[src/hdl/ptg_consts.vh]
// register map, reset values and timing constants of the test pattern generator
`ifndef PTG_CONSTS_VH
`define PTG_CONSTS_VH
// ----------------------------------------------------------------------------
// register offsets (indirect page 0)
// ----------------------------------------------------------------------------
`define PTG_A_CTRL      5'h01
`define PTG_A_CFG       5'h02
`define PTG_A_PKTID     5'h03
`define PTG_A_LLEN_H    5'h04
`define PTG_A_LLEN_L    5'h05
`define PTG_A_BARW_H    5'h06
`define PTG_A_BARW_L    5'h07
`define PTG_A_AROW_H    5'h08
`define PTG_A_AROW_L    5'h09
`define PTG_A_TROW_H    5'h0a
`define PTG_A_TROW_L    5'h0b
`define PTG_A_LINT_H    5'h0c
`define PTG_A_LINT_L    5'h0d
`define PTG_A_TOPB      5'h0e
`define PTG_A_BOTB      5'h0f
`define PTG_A_FILL0     5'h10
`define PTG_A_FILL1     5'h11
`define PTG_A_FILL2     5'h12
`define PTG_A_FILL3     5'h13
// ----------------------------------------------------------------------------
// field positions
// ----------------------------------------------------------------------------
`define PTG_F_ON        0
`define PTG_F_FIXED     7
`define PTG_F_BARS_HI   5
`define PTG_F_BARS_LO   4
`define PTG_F_BLK_HI    3
`define PTG_F_BLK_LO    0
`define PTG_F_VC_HI     7
`define PTG_F_VC_LO     6
`define PTG_F_DT_HI     5
`define PTG_F_DT_LO     0
// ----------------------------------------------------------------------------
// reset values
// ----------------------------------------------------------------------------
`define PTG_R_CTRL      8'h00
`define PTG_R_CFG       8'h33
`define PTG_R_PKTID     8'h24
`define PTG_R_LLEN_H    8'h07
`define PTG_R_LLEN_L    8'h80
`define PTG_R_BARW_H    8'h00
`define PTG_R_BARW_L    8'hf0
`define PTG_R_AROW_H    8'h01
`define PTG_R_AROW_L    8'he0
`define PTG_R_TROW_H    8'h02
`define PTG_R_TROW_L    8'h0d
`define PTG_R_LINT_H    8'h0c
`define PTG_R_LINT_L    8'h67
`define PTG_R_TOPB      8'h21
`define PTG_R_BOTB      8'h0a
`define PTG_R_FILL0     8'haa
`define PTG_R_FILL1     8'h33
`define PTG_R_FILL2     8'hf0
`define PTG_R_FILL3     8'h7f
// ----------------------------------------------------------------------------
// lane rate codes and interval unit lengths in picoseconds
// ----------------------------------------------------------------------------
`define PTG_RATE_400M   2'h0
`define PTG_RATE_800M   2'h1
`define PTG_RATE_1G2    2'h2
`define PTG_RATE_1G6    2'h3
`define PTG_UNIT_10NS_PS   10000
`define PTG_UNIT_13NS_PS   13330
`define PTG_UNIT_20NS_PS   20000
`define PTG_CLK_PS         100000
// packet type codes for frame start, frame end
`define PTG_DT_FS       6'h00
`define PTG_DT_FE       6'h01
`define PTG_FIFO_DEPTH  32
`define PTG_FIFO_AW     5
`endif

[src/hdl/ptg_fifo.v]
// synchronous valid/ready fifo with registered read data
module ptg_fifo #(
    parameter WIDTH = 8,
    parameter DEPTH = 32,
    parameter AW    = 5
) (
    input  wire             i_clk,     // clock
    input  wire             i_nrst,    // sync reset, low
    input  wire [WIDTH-1:0] i_data,    // write data
    input  wire             i_valid,   // write request
    output wire             o_ready,   // space available
    output reg  [WIDTH-1:0] o_data,    // read data
    output reg              o_valid,   // read data valid
    input  wire             i_ready    // consumer takes data
);
    reg [WIDTH-1:0] mem_q [0:DEPTH-1];
    reg [AW:0]      wp_q;
    reg [AW:0]      rp_q;
    wire            full;
    wire            empty;
    wire            push;
    wire            pop;

    assign full    = (wp_q[AW] != rp_q[AW]) && (wp_q[AW-1:0] == rp_q[AW-1:0]);
    assign empty   = (wp_q == rp_q);
    assign o_ready = ~full;
    assign push    = i_valid & ~full;
    // refill the output register when empty or being consumed
    assign pop     = ~empty & (~o_valid | i_ready);

    always @(posedge i_clk)
    begin
        if (push)
        begin
            mem_q[wp_q[AW-1:0]] <= i_data;
        end
    end

    always @(posedge i_clk)
    begin
        if (!i_nrst)
        begin
            wp_q    <= {(AW+1){1'b0}};
            rp_q    <= {(AW+1){1'b0}};
            o_valid <= 1'b0;
            o_data  <= {WIDTH{1'b0}};
        end
        else
        begin
            if (push)
            begin
                wp_q <= wp_q + 1'b1;
            end
            if (pop)
            begin
                rp_q    <= rp_q + 1'b1;
                o_data  <= mem_q[rp_q[AW-1:0]];
                o_valid <= 1'b1;
            end
            else if (i_ready)
            begin
                o_valid <= 1'b0;
            end
        end
    end
endmodule // ptg_fifo

[src/hdl/ptg_core.v]
// test pattern generator: register file, frame timing and packet stream
`include "ptg_consts.vh"

// Overview of operation
// - fixed-select bit 0 sends color bars, 1 sends fixed block; resets 0.
// - bar count code 00,01,10,11 gives 1,2,4,8 bars; reset 3.
// - block size 1..15 bytes sets fixed block length; reset 3.
// - six-bit data type goes into each long packet; reset RGB888 code.
// - active line bytes is 16 bits over high and low registers.
// - bar width in bytes applies to all bars except the last.
// - last bar fills the remaining bytes of the active line.
// - active rows per frame is 16 bits, reset 480.
// - total rows per frame including blanking is 16 bits, reset 0x020d.
// - line interval is 16 bits; lines start one interval apart.
// - at 800 Mbps or 1.6 Gbps one interval count is 10 ns.
// - at 1.2 Gbps one interval count is 13.33 ns.
// - at 400 Mbps one interval count is 20 ns.
// - frames start only while generator on bit is 1, a running frame completes; resets off.
// - bar n uses fill byte n mod 4, so bars 4..7 reuse fill0..fill3; fixed block cycles fill bytes.
// - top blank rows sit between frame start and first video line.
// - bottom blank rows sit between last video line and frame end.
module ptg_core (
    input  wire       i_clk,        // 10 MHz clock
    input  wire       i_nrst,       // sync reset, low
    input  wire [1:0] i_lane_rate,  // lane rate code, from another domain
    input  wire [4:0] i_reg_addr,   // indirect register offset
    input  wire [7:0] i_reg_wdata,  // write data
    input  wire       i_reg_wr,     // write strobe
    input  wire       i_reg_rd,     // read strobe
    output reg  [7:0] o_reg_rdata,  // read data, one cycle after strobe
    output reg        o_busy,       // frame in progress
    output reg  [1:0] o_pkt_vc,     // virtual channel of current packet
    output reg  [5:0] o_pkt_dt,     // data type of current packet
    output reg        o_pkt_short,  // 1: short packet (fs/fe)
    output reg        o_pkt_sof,    // first byte / short packet
    output reg        o_pkt_eof,    // last byte of packet
    output reg  [7:0] o_pkt_data,   // payload byte
    output reg        o_pkt_valid,  // stream valid
    input  wire       i_pkt_ready   // stream ready from transmit path
);
    // ------------------------------------------------------------------------
    // registers
    // ------------------------------------------------------------------------
    reg [7:0] ctrl_q, cfg_q, pktid_q;
    reg [7:0] llen_h_q, llen_l_q, barw_h_q, barw_l_q;
    reg [7:0] arow_h_q, arow_l_q, trow_h_q, trow_l_q;
    reg [7:0] lint_h_q, lint_l_q, topb_q, botb_q;
    reg [7:0] fill0_q, fill1_q, fill2_q, fill3_q;
    reg [7:0] rd_d;

    always @(posedge i_clk)
    begin
        if (!i_nrst)
        begin
            ctrl_q   <= `PTG_R_CTRL;
            // fixed select, bar code and block size reset
            cfg_q    <= `PTG_R_CFG;
            // vc 0 and data type reset
            pktid_q  <= `PTG_R_PKTID;
            llen_h_q <= `PTG_R_LLEN_H;
            llen_l_q <= `PTG_R_LLEN_L;
            barw_h_q <= `PTG_R_BARW_H;
            barw_l_q <= `PTG_R_BARW_L;
            arow_h_q <= `PTG_R_AROW_H;
            arow_l_q <= `PTG_R_AROW_L;
            trow_h_q <= `PTG_R_TROW_H;
            trow_l_q <= `PTG_R_TROW_L;
            lint_h_q <= `PTG_R_LINT_H;
            lint_l_q <= `PTG_R_LINT_L;
            topb_q   <= `PTG_R_TOPB;
            botb_q   <= `PTG_R_BOTB;
            fill0_q  <= `PTG_R_FILL0;
            fill1_q  <= `PTG_R_FILL1;
            fill2_q  <= `PTG_R_FILL2;
            fill3_q  <= `PTG_R_FILL3;
        end
        else if (i_reg_wr)
        begin
            case (i_reg_addr)
                `PTG_A_CTRL:   ctrl_q   <= {7'h00, i_reg_wdata[`PTG_F_ON]};
                // reserved bit 6 stays zero
                `PTG_A_CFG:    cfg_q    <= {i_reg_wdata[7], 1'b0, i_reg_wdata[5:0]};
                `PTG_A_PKTID:  pktid_q  <= i_reg_wdata;
                `PTG_A_LLEN_H: llen_h_q <= i_reg_wdata;
                `PTG_A_LLEN_L: llen_l_q <= i_reg_wdata;
                `PTG_A_BARW_H: barw_h_q <= i_reg_wdata;
                `PTG_A_BARW_L: barw_l_q <= i_reg_wdata;
                `PTG_A_AROW_H: arow_h_q <= i_reg_wdata;
                `PTG_A_AROW_L: arow_l_q <= i_reg_wdata;
                `PTG_A_TROW_H: trow_h_q <= i_reg_wdata;
                `PTG_A_TROW_L: trow_l_q <= i_reg_wdata;
                `PTG_A_LINT_H: lint_h_q <= i_reg_wdata;
                `PTG_A_LINT_L: lint_l_q <= i_reg_wdata;
                `PTG_A_TOPB:   topb_q   <= i_reg_wdata;
                `PTG_A_BOTB:   botb_q   <= i_reg_wdata;
                `PTG_A_FILL0:  fill0_q  <= i_reg_wdata;
                `PTG_A_FILL1:  fill1_q  <= i_reg_wdata;
                `PTG_A_FILL2:  fill2_q  <= i_reg_wdata;
                `PTG_A_FILL3:  fill3_q  <= i_reg_wdata;
                default:       ctrl_q   <= ctrl_q;
            endcase
        end
    end

    always @*
    begin
        case (i_reg_addr)
            `PTG_A_CTRL:   rd_d = ctrl_q;
            `PTG_A_CFG:    rd_d = cfg_q;
            `PTG_A_PKTID:  rd_d = pktid_q;
            `PTG_A_LLEN_H: rd_d = llen_h_q;
            `PTG_A_LLEN_L: rd_d = llen_l_q;
            `PTG_A_BARW_H: rd_d = barw_h_q;
            `PTG_A_BARW_L: rd_d = barw_l_q;
            `PTG_A_AROW_H: rd_d = arow_h_q;
            `PTG_A_AROW_L: rd_d = arow_l_q;
            `PTG_A_TROW_H: rd_d = trow_h_q;
            `PTG_A_TROW_L: rd_d = trow_l_q;
            `PTG_A_LINT_H: rd_d = lint_h_q;
            `PTG_A_LINT_L: rd_d = lint_l_q;
            `PTG_A_TOPB:   rd_d = topb_q;
            `PTG_A_BOTB:   rd_d = botb_q;
            `PTG_A_FILL0:  rd_d = fill0_q;
            `PTG_A_FILL1:  rd_d = fill1_q;
            `PTG_A_FILL2:  rd_d = fill2_q;
            `PTG_A_FILL3:  rd_d = fill3_q;
            default:       rd_d = 8'h00;
        endcase
    end

    // ------------------------------------------------------------------------
    // configuration fields
    // ------------------------------------------------------------------------
    wire        gen_on     = ctrl_q[`PTG_F_ON];
    wire        fixed_sel  = cfg_q[`PTG_F_FIXED];
    wire [1:0]  bar_code   = cfg_q[`PTG_F_BARS_HI:`PTG_F_BARS_LO];
    wire [3:0]  blk_size   = cfg_q[`PTG_F_BLK_HI:`PTG_F_BLK_LO];
    wire [1:0]  vc_val     = pktid_q[`PTG_F_VC_HI:`PTG_F_VC_LO];
    wire [5:0]  dt_val     = pktid_q[`PTG_F_DT_HI:`PTG_F_DT_LO];
    // active line bytes from two registers
    wire [15:0] line_bytes = {llen_h_q, llen_l_q};
    wire [15:0] bar_bytes  = {barw_h_q, barw_l_q};
    wire [15:0] act_rows   = {arow_h_q, arow_l_q};
    wire [15:0] tot_rows   = {trow_h_q, trow_l_q};
    wire [15:0] int_count  = {lint_h_q, lint_l_q};
    wire [3:0]  bar_total  = 4'h1 << bar_code;

    // ------------------------------------------------------------------------
    // lane rate sync and interval unit
    // ------------------------------------------------------------------------
    reg  [1:0]  rate_s1_q, rate_s2_q;
    reg  [16:0] acc_q;
    reg  [16:0] unit_ps;
    reg         unit_tick;
    wire [16:0] acc_sum;

    always @(posedge i_clk)
    begin
        if (!i_nrst)
        begin
            rate_s1_q <= 2'h0;
            rate_s2_q <= 2'h0;
        end
        else
        begin
            rate_s1_q <= i_lane_rate;
            rate_s2_q <= rate_s1_q;
        end
    end

    always @*
    begin
        case (rate_s2_q)
            `PTG_RATE_800M, `PTG_RATE_1G6: unit_ps = 17'd`PTG_UNIT_10NS_PS;
            `PTG_RATE_1G2:                 unit_ps = 17'd`PTG_UNIT_13NS_PS;
            default:                       unit_ps = 17'd`PTG_UNIT_20NS_PS;
        endcase
    end

    // phase accumulator: count units elapsed per clock; a clock covers several
    // units, so the interval counter steps by the whole count per clock
    reg  [3:0]  steps;
    reg  [16:0] rem;
    reg         line_start;
    reg  [19:0] unit_acc_q;
    reg  [19:0] unit_target;
    wire [19:0] unit_next;

    always @*
    begin
        steps = 4'h0;
        rem   = acc_q + 17'd`PTG_CLK_PS;
        while_blk_dummy(rem, unit_ps, steps, rem);
    end

    task while_blk_dummy;
        input  [16:0] a;
        input  [16:0] u;
        output [3:0]  n;
        output [16:0] r;
        integer k;
        begin
            n = 4'h0;
            r = a;
            for (k = 0; k < 11; k = k + 1)
            begin
                if (r >= u)
                begin
                    r = r - u;
                    n = n + 4'h1;
                end
            end
        end
    endtask

    assign acc_sum   = rem;
    assign unit_next = unit_acc_q + {16'h0000, steps};

    always @*
    begin
        unit_target = {4'h0, int_count};
        line_start  = (unit_next >= unit_target);
        unit_tick   = line_start;
    end

    // ------------------------------------------------------------------------
    // frame timing
    // ------------------------------------------------------------------------
    localparam S_IDLE = 3'h0;
    localparam S_FS   = 3'h1;
    localparam S_WAIT = 3'h2;
    localparam S_HDR  = 3'h3;
    localparam S_DATA = 3'h4;
    localparam S_FE   = 3'h5;

    reg [2:0]  st_q;
    reg [15:0] row_q;
    reg [15:0] byte_q;
    reg [15:0] in_bar_q;
    reg [2:0]  bar_q;
    reg [3:0]  blk_q;
    reg [1:0]  fidx_q;
    reg        run_q;

    // push side into the fifo: {short,sof,eof,dt,vc,data}
    reg        f_valid;
    reg [18:0] f_data;
    wire       f_ready;
    wire [18:0] q_data;
    wire        q_valid;

    wire [15:0] vid_first = {8'h00, topb_q};
    wire [15:0] vid_end   = vid_first + act_rows;
    wire [15:0] fe_row    = vid_end + {8'h00, botb_q};
    reg  [7:0]  fill_b;

    always @*
    begin
        case (fidx_q)
            2'h0:    fill_b = fill0_q;
            2'h1:    fill_b = fill1_q;
            2'h2:    fill_b = fill2_q;
            default: fill_b = fill3_q;
        endcase
    end

    wire last_byte = (byte_q == line_bytes - 16'h0001);
    // non-final bars are bar width long; final takes the rest
    wire bar_done  = (in_bar_q == bar_bytes - 16'h0001) && (bar_q != bar_total - 4'h1);

    always @*
    begin
        f_valid = 1'b0;
        f_data  = 19'h00000;
        case (st_q)
            S_FS:
            begin
                f_valid = 1'b1;
                f_data  = {1'b1, 1'b1, 1'b1, `PTG_DT_FS, vc_val, 8'h00};
            end
            // frame end only after the bottom blank rows
            S_FE:
            begin
                f_valid = 1'b1;
                f_data  = {1'b1, 1'b1, 1'b1, `PTG_DT_FE, vc_val, 8'h00};
            end
            S_DATA:
            begin
                f_valid = 1'b1;
                // vc and data type in each long packet
                // byte from the current bar or block fill register
                f_data  = {1'b0, (byte_q == 16'h0000), last_byte, dt_val, vc_val, fill_b};
            end
            default:
            begin
                f_valid = 1'b0;
                f_data  = 19'h00000;
            end
        endcase
    end

    wire adv = f_valid & f_ready;

    always @(posedge i_clk)
    begin
        if (!i_nrst)
        begin
            st_q       <= S_IDLE;
            row_q      <= 16'h0000;
            byte_q     <= 16'h0000;
            in_bar_q   <= 16'h0000;
            bar_q      <= 3'h0;
            blk_q      <= 4'h0;
            fidx_q     <= 2'h0;
            acc_q      <= 17'h00000;
            unit_acc_q <= 20'h00000;
            run_q      <= 1'b0;
        end
        else
        begin
            acc_q      <= acc_sum;
            // carry the units past the boundary so the mean interval stays exact
            unit_acc_q <= unit_tick ? (unit_next - unit_target) : unit_next;
            case (st_q)
                S_IDLE:
                begin
                    run_q <= 1'b0;
                    if (gen_on && unit_tick)
                    begin
                        st_q  <= S_FS;
                        row_q <= 16'h0000;
                        run_q <= 1'b1;
                    end
                end
                S_FS:
                begin
                    if (adv)
                    begin
                        st_q <= S_WAIT;
                    end
                end
                S_WAIT:
                begin
                    if (unit_tick)
                    begin
                        if (row_q + 16'h0001 >= tot_rows)
                        begin
                            st_q  <= gen_on ? S_FS : S_IDLE;
                            row_q <= 16'h0000;
                        end
                        else
                        begin
                            row_q <= row_q + 16'h0001;
                            if ((row_q + 16'h0001 >= vid_first) && (row_q + 16'h0001 < vid_end))
                            begin
                                st_q <= S_HDR;
                            end
                            else if (row_q + 16'h0001 == fe_row)
                            begin
                                st_q <= S_FE;
                            end
                        end
                    end
                end
                S_HDR:
                begin
                    byte_q   <= 16'h0000;
                    in_bar_q <= 16'h0000;
                    bar_q    <= 3'h0;
                    blk_q    <= 4'h0;
                    fidx_q   <= 2'h0;
                    st_q     <= (line_bytes == 16'h0000) ? S_WAIT : S_DATA;
                end
                S_DATA:
                begin
                    if (adv)
                    begin
                        byte_q <= byte_q + 16'h0001;
                        if (fixed_sel)
                        begin
                            // block of blk_size bytes, fill bytes in turn
                            if (blk_q + 4'h1 >= blk_size)
                            begin
                                blk_q  <= 4'h0;
                                fidx_q <= 2'h0;
                            end
                            else
                            begin
                                blk_q  <= blk_q + 4'h1;
                                fidx_q <= fidx_q + 2'h1;
                            end
                        end
                        // bar pattern when fixed select is 0
                        else if (bar_done)
                        begin
                            in_bar_q <= 16'h0000;
                            bar_q    <= bar_q + 3'h1;
                            fidx_q   <= bar_q[1:0] + 2'h1;
                        end
                        else
                        begin
                            in_bar_q <= in_bar_q + 16'h0001;
                        end
                        if (last_byte)
                        begin
                            st_q <= S_WAIT;
                        end
                    end
                end
                S_FE:
                begin
                    if (adv)
                    begin
                        st_q <= S_WAIT;
                    end
                end
                default:
                begin
                    st_q <= S_IDLE;
                end
            endcase
        end
    end

    // ------------------------------------------------------------------------
    // output buffer
    // ------------------------------------------------------------------------
    // back-pressure from the transmit path stalls the byte walk above
    // the fifo may only advance when the output stage really loads its word
    wire out_take = i_pkt_ready | ~o_pkt_valid;

    ptg_fifo #(
        .WIDTH (19),
        .DEPTH (`PTG_FIFO_DEPTH),
        .AW    (`PTG_FIFO_AW)
    ) u_fifo (
        .i_clk   (i_clk),
        .i_nrst  (i_nrst),
        .i_data  (f_data),
        .i_valid (f_valid),
        .o_ready (f_ready),
        .o_data  (q_data),
        .o_valid (q_valid),
        .i_ready (out_take)
    );

    always @(posedge i_clk)
    begin
        if (!i_nrst)
        begin
            o_reg_rdata <= 8'h00;
            o_busy      <= 1'b0;
            o_pkt_vc    <= 2'h0;
            o_pkt_dt    <= 6'h00;
            o_pkt_short <= 1'b0;
            o_pkt_sof   <= 1'b0;
            o_pkt_eof   <= 1'b0;
            o_pkt_data  <= 8'h00;
            o_pkt_valid <= 1'b0;
        end
        else
        begin
            if (i_reg_rd)
            begin
                o_reg_rdata <= rd_d;
            end
            o_busy <= run_q;
            if (out_take)
            begin
                o_pkt_valid <= q_valid;
                o_pkt_short <= q_data[18];
                o_pkt_sof   <= q_data[17];
                o_pkt_eof   <= q_data[16];
                o_pkt_dt    <= q_data[15:10];
                o_pkt_vc    <= q_data[9:8];
                o_pkt_data  <= q_data[7:0];
            end
        end
    end
endmodule // ptg_core

[config.mk]
export PLATFORM = sky130hd
export DESIGN_NAME = ptg_core
export DESIGN_NICKNAME = d
export VERILOG_FILES = /design/src/hdl/ptg_fifo.v /design/src/hdl/ptg_core.v
export VERILOG_INCLUDE_DIRS = /design/src /design/src/hdl
export SDC_FILE = /design/constraint.sdc
export NUM_CORES = 2
export LEC_CHECK = 0
export ABC_CLOCK_PERIOD_IN_PS = 70700
export BUFFER_PORTS_ARGS = -buffer_cell sky130_fd_sc_hd__buf_2
export CELL_PAD_IN_SITES_DETAIL_PLACEMENT = 0
export CELL_PAD_IN_SITES_GLOBAL_PLACEMENT = 1
export CORE_MARGIN = 5
export CORE_UTILIZATION = 35
export CTS_BUF_LIST = sky130_fd_sc_hd__clkbuf_4 sky130_fd_sc_hd__clkbuf_8
export CTS_CLUSTER_SIZE = 12
export DETAILED_ROUTE_END_ITERATION = 8
export PLACE_DENSITY_LB_ADDON = 0.2
export SLEW_MARGIN = 20
export SYNTH_ARGS = -nofsm -noshare
export SYNTH_HDL_FRONTEND = slang
export SYNTH_HIERARCHICAL = 1
export SYNTH_SLANG_ARGS = --single-unit
export TNS_END_PERCENT = 20
[constraint.sdc]
create_clock -name i_clk -period 70.7 [get_ports i_clk]
set_clock_uncertainty 0.1 [all_clocks]
set_input_delay 3.535 -clock i_clk [delete_from_list [all_inputs] [get_ports i_clk]]
set_output_delay 3.535 -clock i_clk [all_outputs]
set_load 0.05 [all_outputs]
==> impl_results.md <==
* TritonCTS buffer count at 158
* Slew at the pin closest to its max-slew limit at 1.12 ns
* Cell type group with the largest total delay on the critical path: compound AO/OA/AOI/OAI gates
* Period minus WS final at 33.35 ns
* Endpoint of the most critical register-to-register path: row_q[0]$_SDFFE_PN0P_
* Status: completed
* Antenna violations before repair at 1
* Total Neg Setup Slack at 0 ns
* Timing startpoint of the critical path: acc_q[5]$_SDFF_PN0_
* Number of top-level pins at 49
* Number of buffer and inverter instances along the worst setup path at 3
* Slowest library cell on the worst path: sky130_fd_sc_hd__or2_1
* Count of unique library cells instantiated by Yosys at 128
* Final hold violations at 0
* Net count reported at finish at 5083
* CP max FO at 28
* Most frequent cell after synthesis: sky130_fd_sc_hd__edfxtp_1
* Category of the worst setup path launch point: register
* Maximum buffer depth of the clock tree at 3
* Flip-flop cell with the highest count after synthesis: sky130_fd_sc_hd__edfxtp_1
* Gate count of the mapped netlist at 4769
* Post-Synthesis Cell Area at 51000 sq um
* Clock root buffer: sky130_fd_sc_hd__clkbuf_8
* Hold-fix buffers at CTS at 0
* Async set-or-reset flop fraction in the synthesized netlist at 0
* Count of warnings emitted by yosys at 6
* Placer congestion estimate at 0.845
* Fmax at 30.0 MHz
* Fill count at 14100
* Total via count in the routed design at 38200
* Total setup buffers inserted after CTS at 0
* All-Layer GR Usage at 0.204
* Number of cells on the worst reg-to-reg path at 118
* Largest net degree at the start of global routing at 95
* Avg Inst Size Synth at 10.7 sq um
* Pre-Repair DR Iteration Count at 7
* Largest area contributor in the synthesized netlist: sky130_fd_sc_hd__edfxtp_1
* Height of the die at 392 um
* Count of state elements after synthesis at 914
* Critical path type: register to register
* Overflow after GRT at 0
* Fraction of layout instances using a drive strength above 1 at 0.143
* Insertion delay to the later sink of the worst-skew pair at 0.87 ns
* Worst stage delay on the critical path at 0.70 ns
* Global-route wire length before repair at 240000 um
* Total number of H-tree levels at 4
* Synthesis-to-layout area growth at 11.8%
* Effective utilization at floorplan at 0.351
* Path class of the lowest-slack min-delay path: register to register
* Hpwl dp at 109000 um
* Total wire length at 159000 um
* Synth cell count leaders: sky130_fd_sc_hd__edfxtp_1 (608), sky130_fd_sc_hd__nand2_1 (536), sky130_fd_sc_hd__a21oi_1 (355)
* Synth top area share at 0.358
* Area of the die at 153000 sq um
* Antenna Violating Nets Remaining at 0
* Average routed wire per standard cell at 23.1 um
* Endpoint of the worst setup timing path: row_q[0]$_SDFFE_PN0P_
* Cells resized by post-CTS repair at 0
* Post-route clock period utilization at 0.472
* # DRC at 0
* Part of the Yosys area used for sequential elements at 0.478
* Per-cell via count in the routed design at 5.54
* Normalized max-slew margin at 0.249
* Number of sinks handled by clock tree synthesis at 914
* Reg2Reg Launch Point: acc_q[5]$_SDFF_PN0_
* EDFF count, synth at 608
* Top area cells in the synthesized netlist: sky130_fd_sc_hd__edfxtp_1 (36%), sky130_fd_sc_hd__dfxtp_1 (12%), sky130_fd_sc_hd__ha_1 (5.4%)
* Total of max-cap violations at 0
* Starting DRT DRC Count at 2922
* Final slew viol count at 0
* Total of buffers placed on input and output ports at 48
* Vias in the first global route at 37400
* Min-delay src: rate_s1_q[0]$_SDFF_PN0_
* Arrival time of the worst setup path at 33.97 ns
* Reg2reg setup slack at 37.35 ns
* Mapped Nets at 5011
* Library cell appearing most often on the critical path: sky130_fd_sc_hd__ha_1
* Number of stages on the worst setup path at 118
* Setup violation total in the final timing report at 0
* Area of the placeable core at 145000 sq um
* TritonCTS clock tree: yes
* Type of destination of the critical path: register
* Width of the chip at 392 um
* Required arrival time at the worst endpoint at 71.33 ns
* RSZ-0062 raised after global routing: false
* Clock-pin slew reported for the worst setup and hold paths after clock tree synthesis at 0.06 ns
* Std cell rows at 140
state kept, by name, indices dropped and copies added (netlist names), 16 cells and up:
name	flops
u_fifo/mem_q	608
unit_acc_q	20
u_fifo/o_data	19
acc_q	16
byte_q	16
in_bar_q	16
row_q	16
per-layer routing:
layer,up-vias,GRT usage,part of all wire
met3,187,0.0303,0.044
met2,946,0.341,0.48
met4,0,0.0473,0.019
li1,18000,-,-
met1,19000,0.282,0.46
met5,-,0,0
how the worst min path moves through the flow:
| stage | to | slack [ns] | cells past startpoint |
|---|---|---|---|
| 2_1_floorplan | rate_s2_q[0]$_SDFF_PN0_ | 0.31 | 1 |
| 3_3_place_gp | rate_s2_q[0]$_SDFF_PN0_ | 0.33 | 1 |
| 3_5_place_dp | rate_s2_q[0]$_SDFF_PN0_ | 0.34 | 1 |
| 4_1_cts | o_pkt_sof$_SDFFE_PN0P_ | 0.34 | 2 |
| 5_1_grt | rate_s2_q[0]$_SDFF_PN0_ | 0.36 | 1 |
| 6_report | rate_s2_q[0]$_SDFF_PN0_ | 0.34 | 1 |
worst reg2reg max path, delay by kind of cell (launching register included):
family	cells	cell delay, ns
buffers and inverters	3	0.97
AND/OR/NAND/NOR	42	11.81
multiplexers	3	0.71
AO/OA/AOI/OAI	49	12.98
XOR/XNOR	4	0.65
flip-flops	1	0.35
adder cells (fa/ha/maj)	17	5.62
metrics by stage:
step | area (sq um) | setup slack, ns | std cells | utilization | hold WS (ns)
final | 57000 | 37.35 | 6891 | 0.392 | 0.340
after global routing | 57000 | 34.42 | 6890 | 0.392 | 0.364
after CTS | 57000 | 37.42 | 6889 | 0.392 | 0.339
after detailed placement | 53500 | 37.50 | 6598 | 0.368 | 0.337
after global placement | 53400 | 37.95 | 6598 | 0.368 | 0.326
after floorplan | 51000 | 41.61 | 4769 | - | 0.312
kinds of logic after synthesis:
group,count (synthesis),share of synthesized area
and+or+nand+nor,1556,0.144
AOI/OAI and AO/OA,1092,0.152
DFF,914,0.478
muxes,263,0.0801
adders and majority gates,222,0.0551
xor gates and xnor gates,333,0.0585
buffers and inverters,389,0.0321
area by class of cell:
type / instances / area, sq um / share of cell area
Antenna cell: 2 / 5.00 / 0.0000878
Clock buffer: 220 / 2780 / 0.0487
Clock inverter: 71 / 751 / 0.0132
Inverter: 164 / 621 / 0.0109
Multi-Input combinational cell: 3466 / 25100 / 0.441
Sequential cell: 914 / 24400 / 0.428
Tap cell: 1917 / 2400 / 0.0421
Timing Repair Buffer: 137 / 911 / 0.0160
placed cells by master (no fill, tap or decap), drive strengths merged, types with 137 or more instances in the layout:
cell type	n
a21oi	359
buf	137
inv	176
dfxtp	306
ha	218
nand3	190
nor2	351
edfxtp	608
o21ai	142
clkbuf	220
xnor2	218
nand2	537
Power is left out: the tool's default activity adds up to more than one toggle a clock period on the data nets, which glitch-free logic cannot reach.
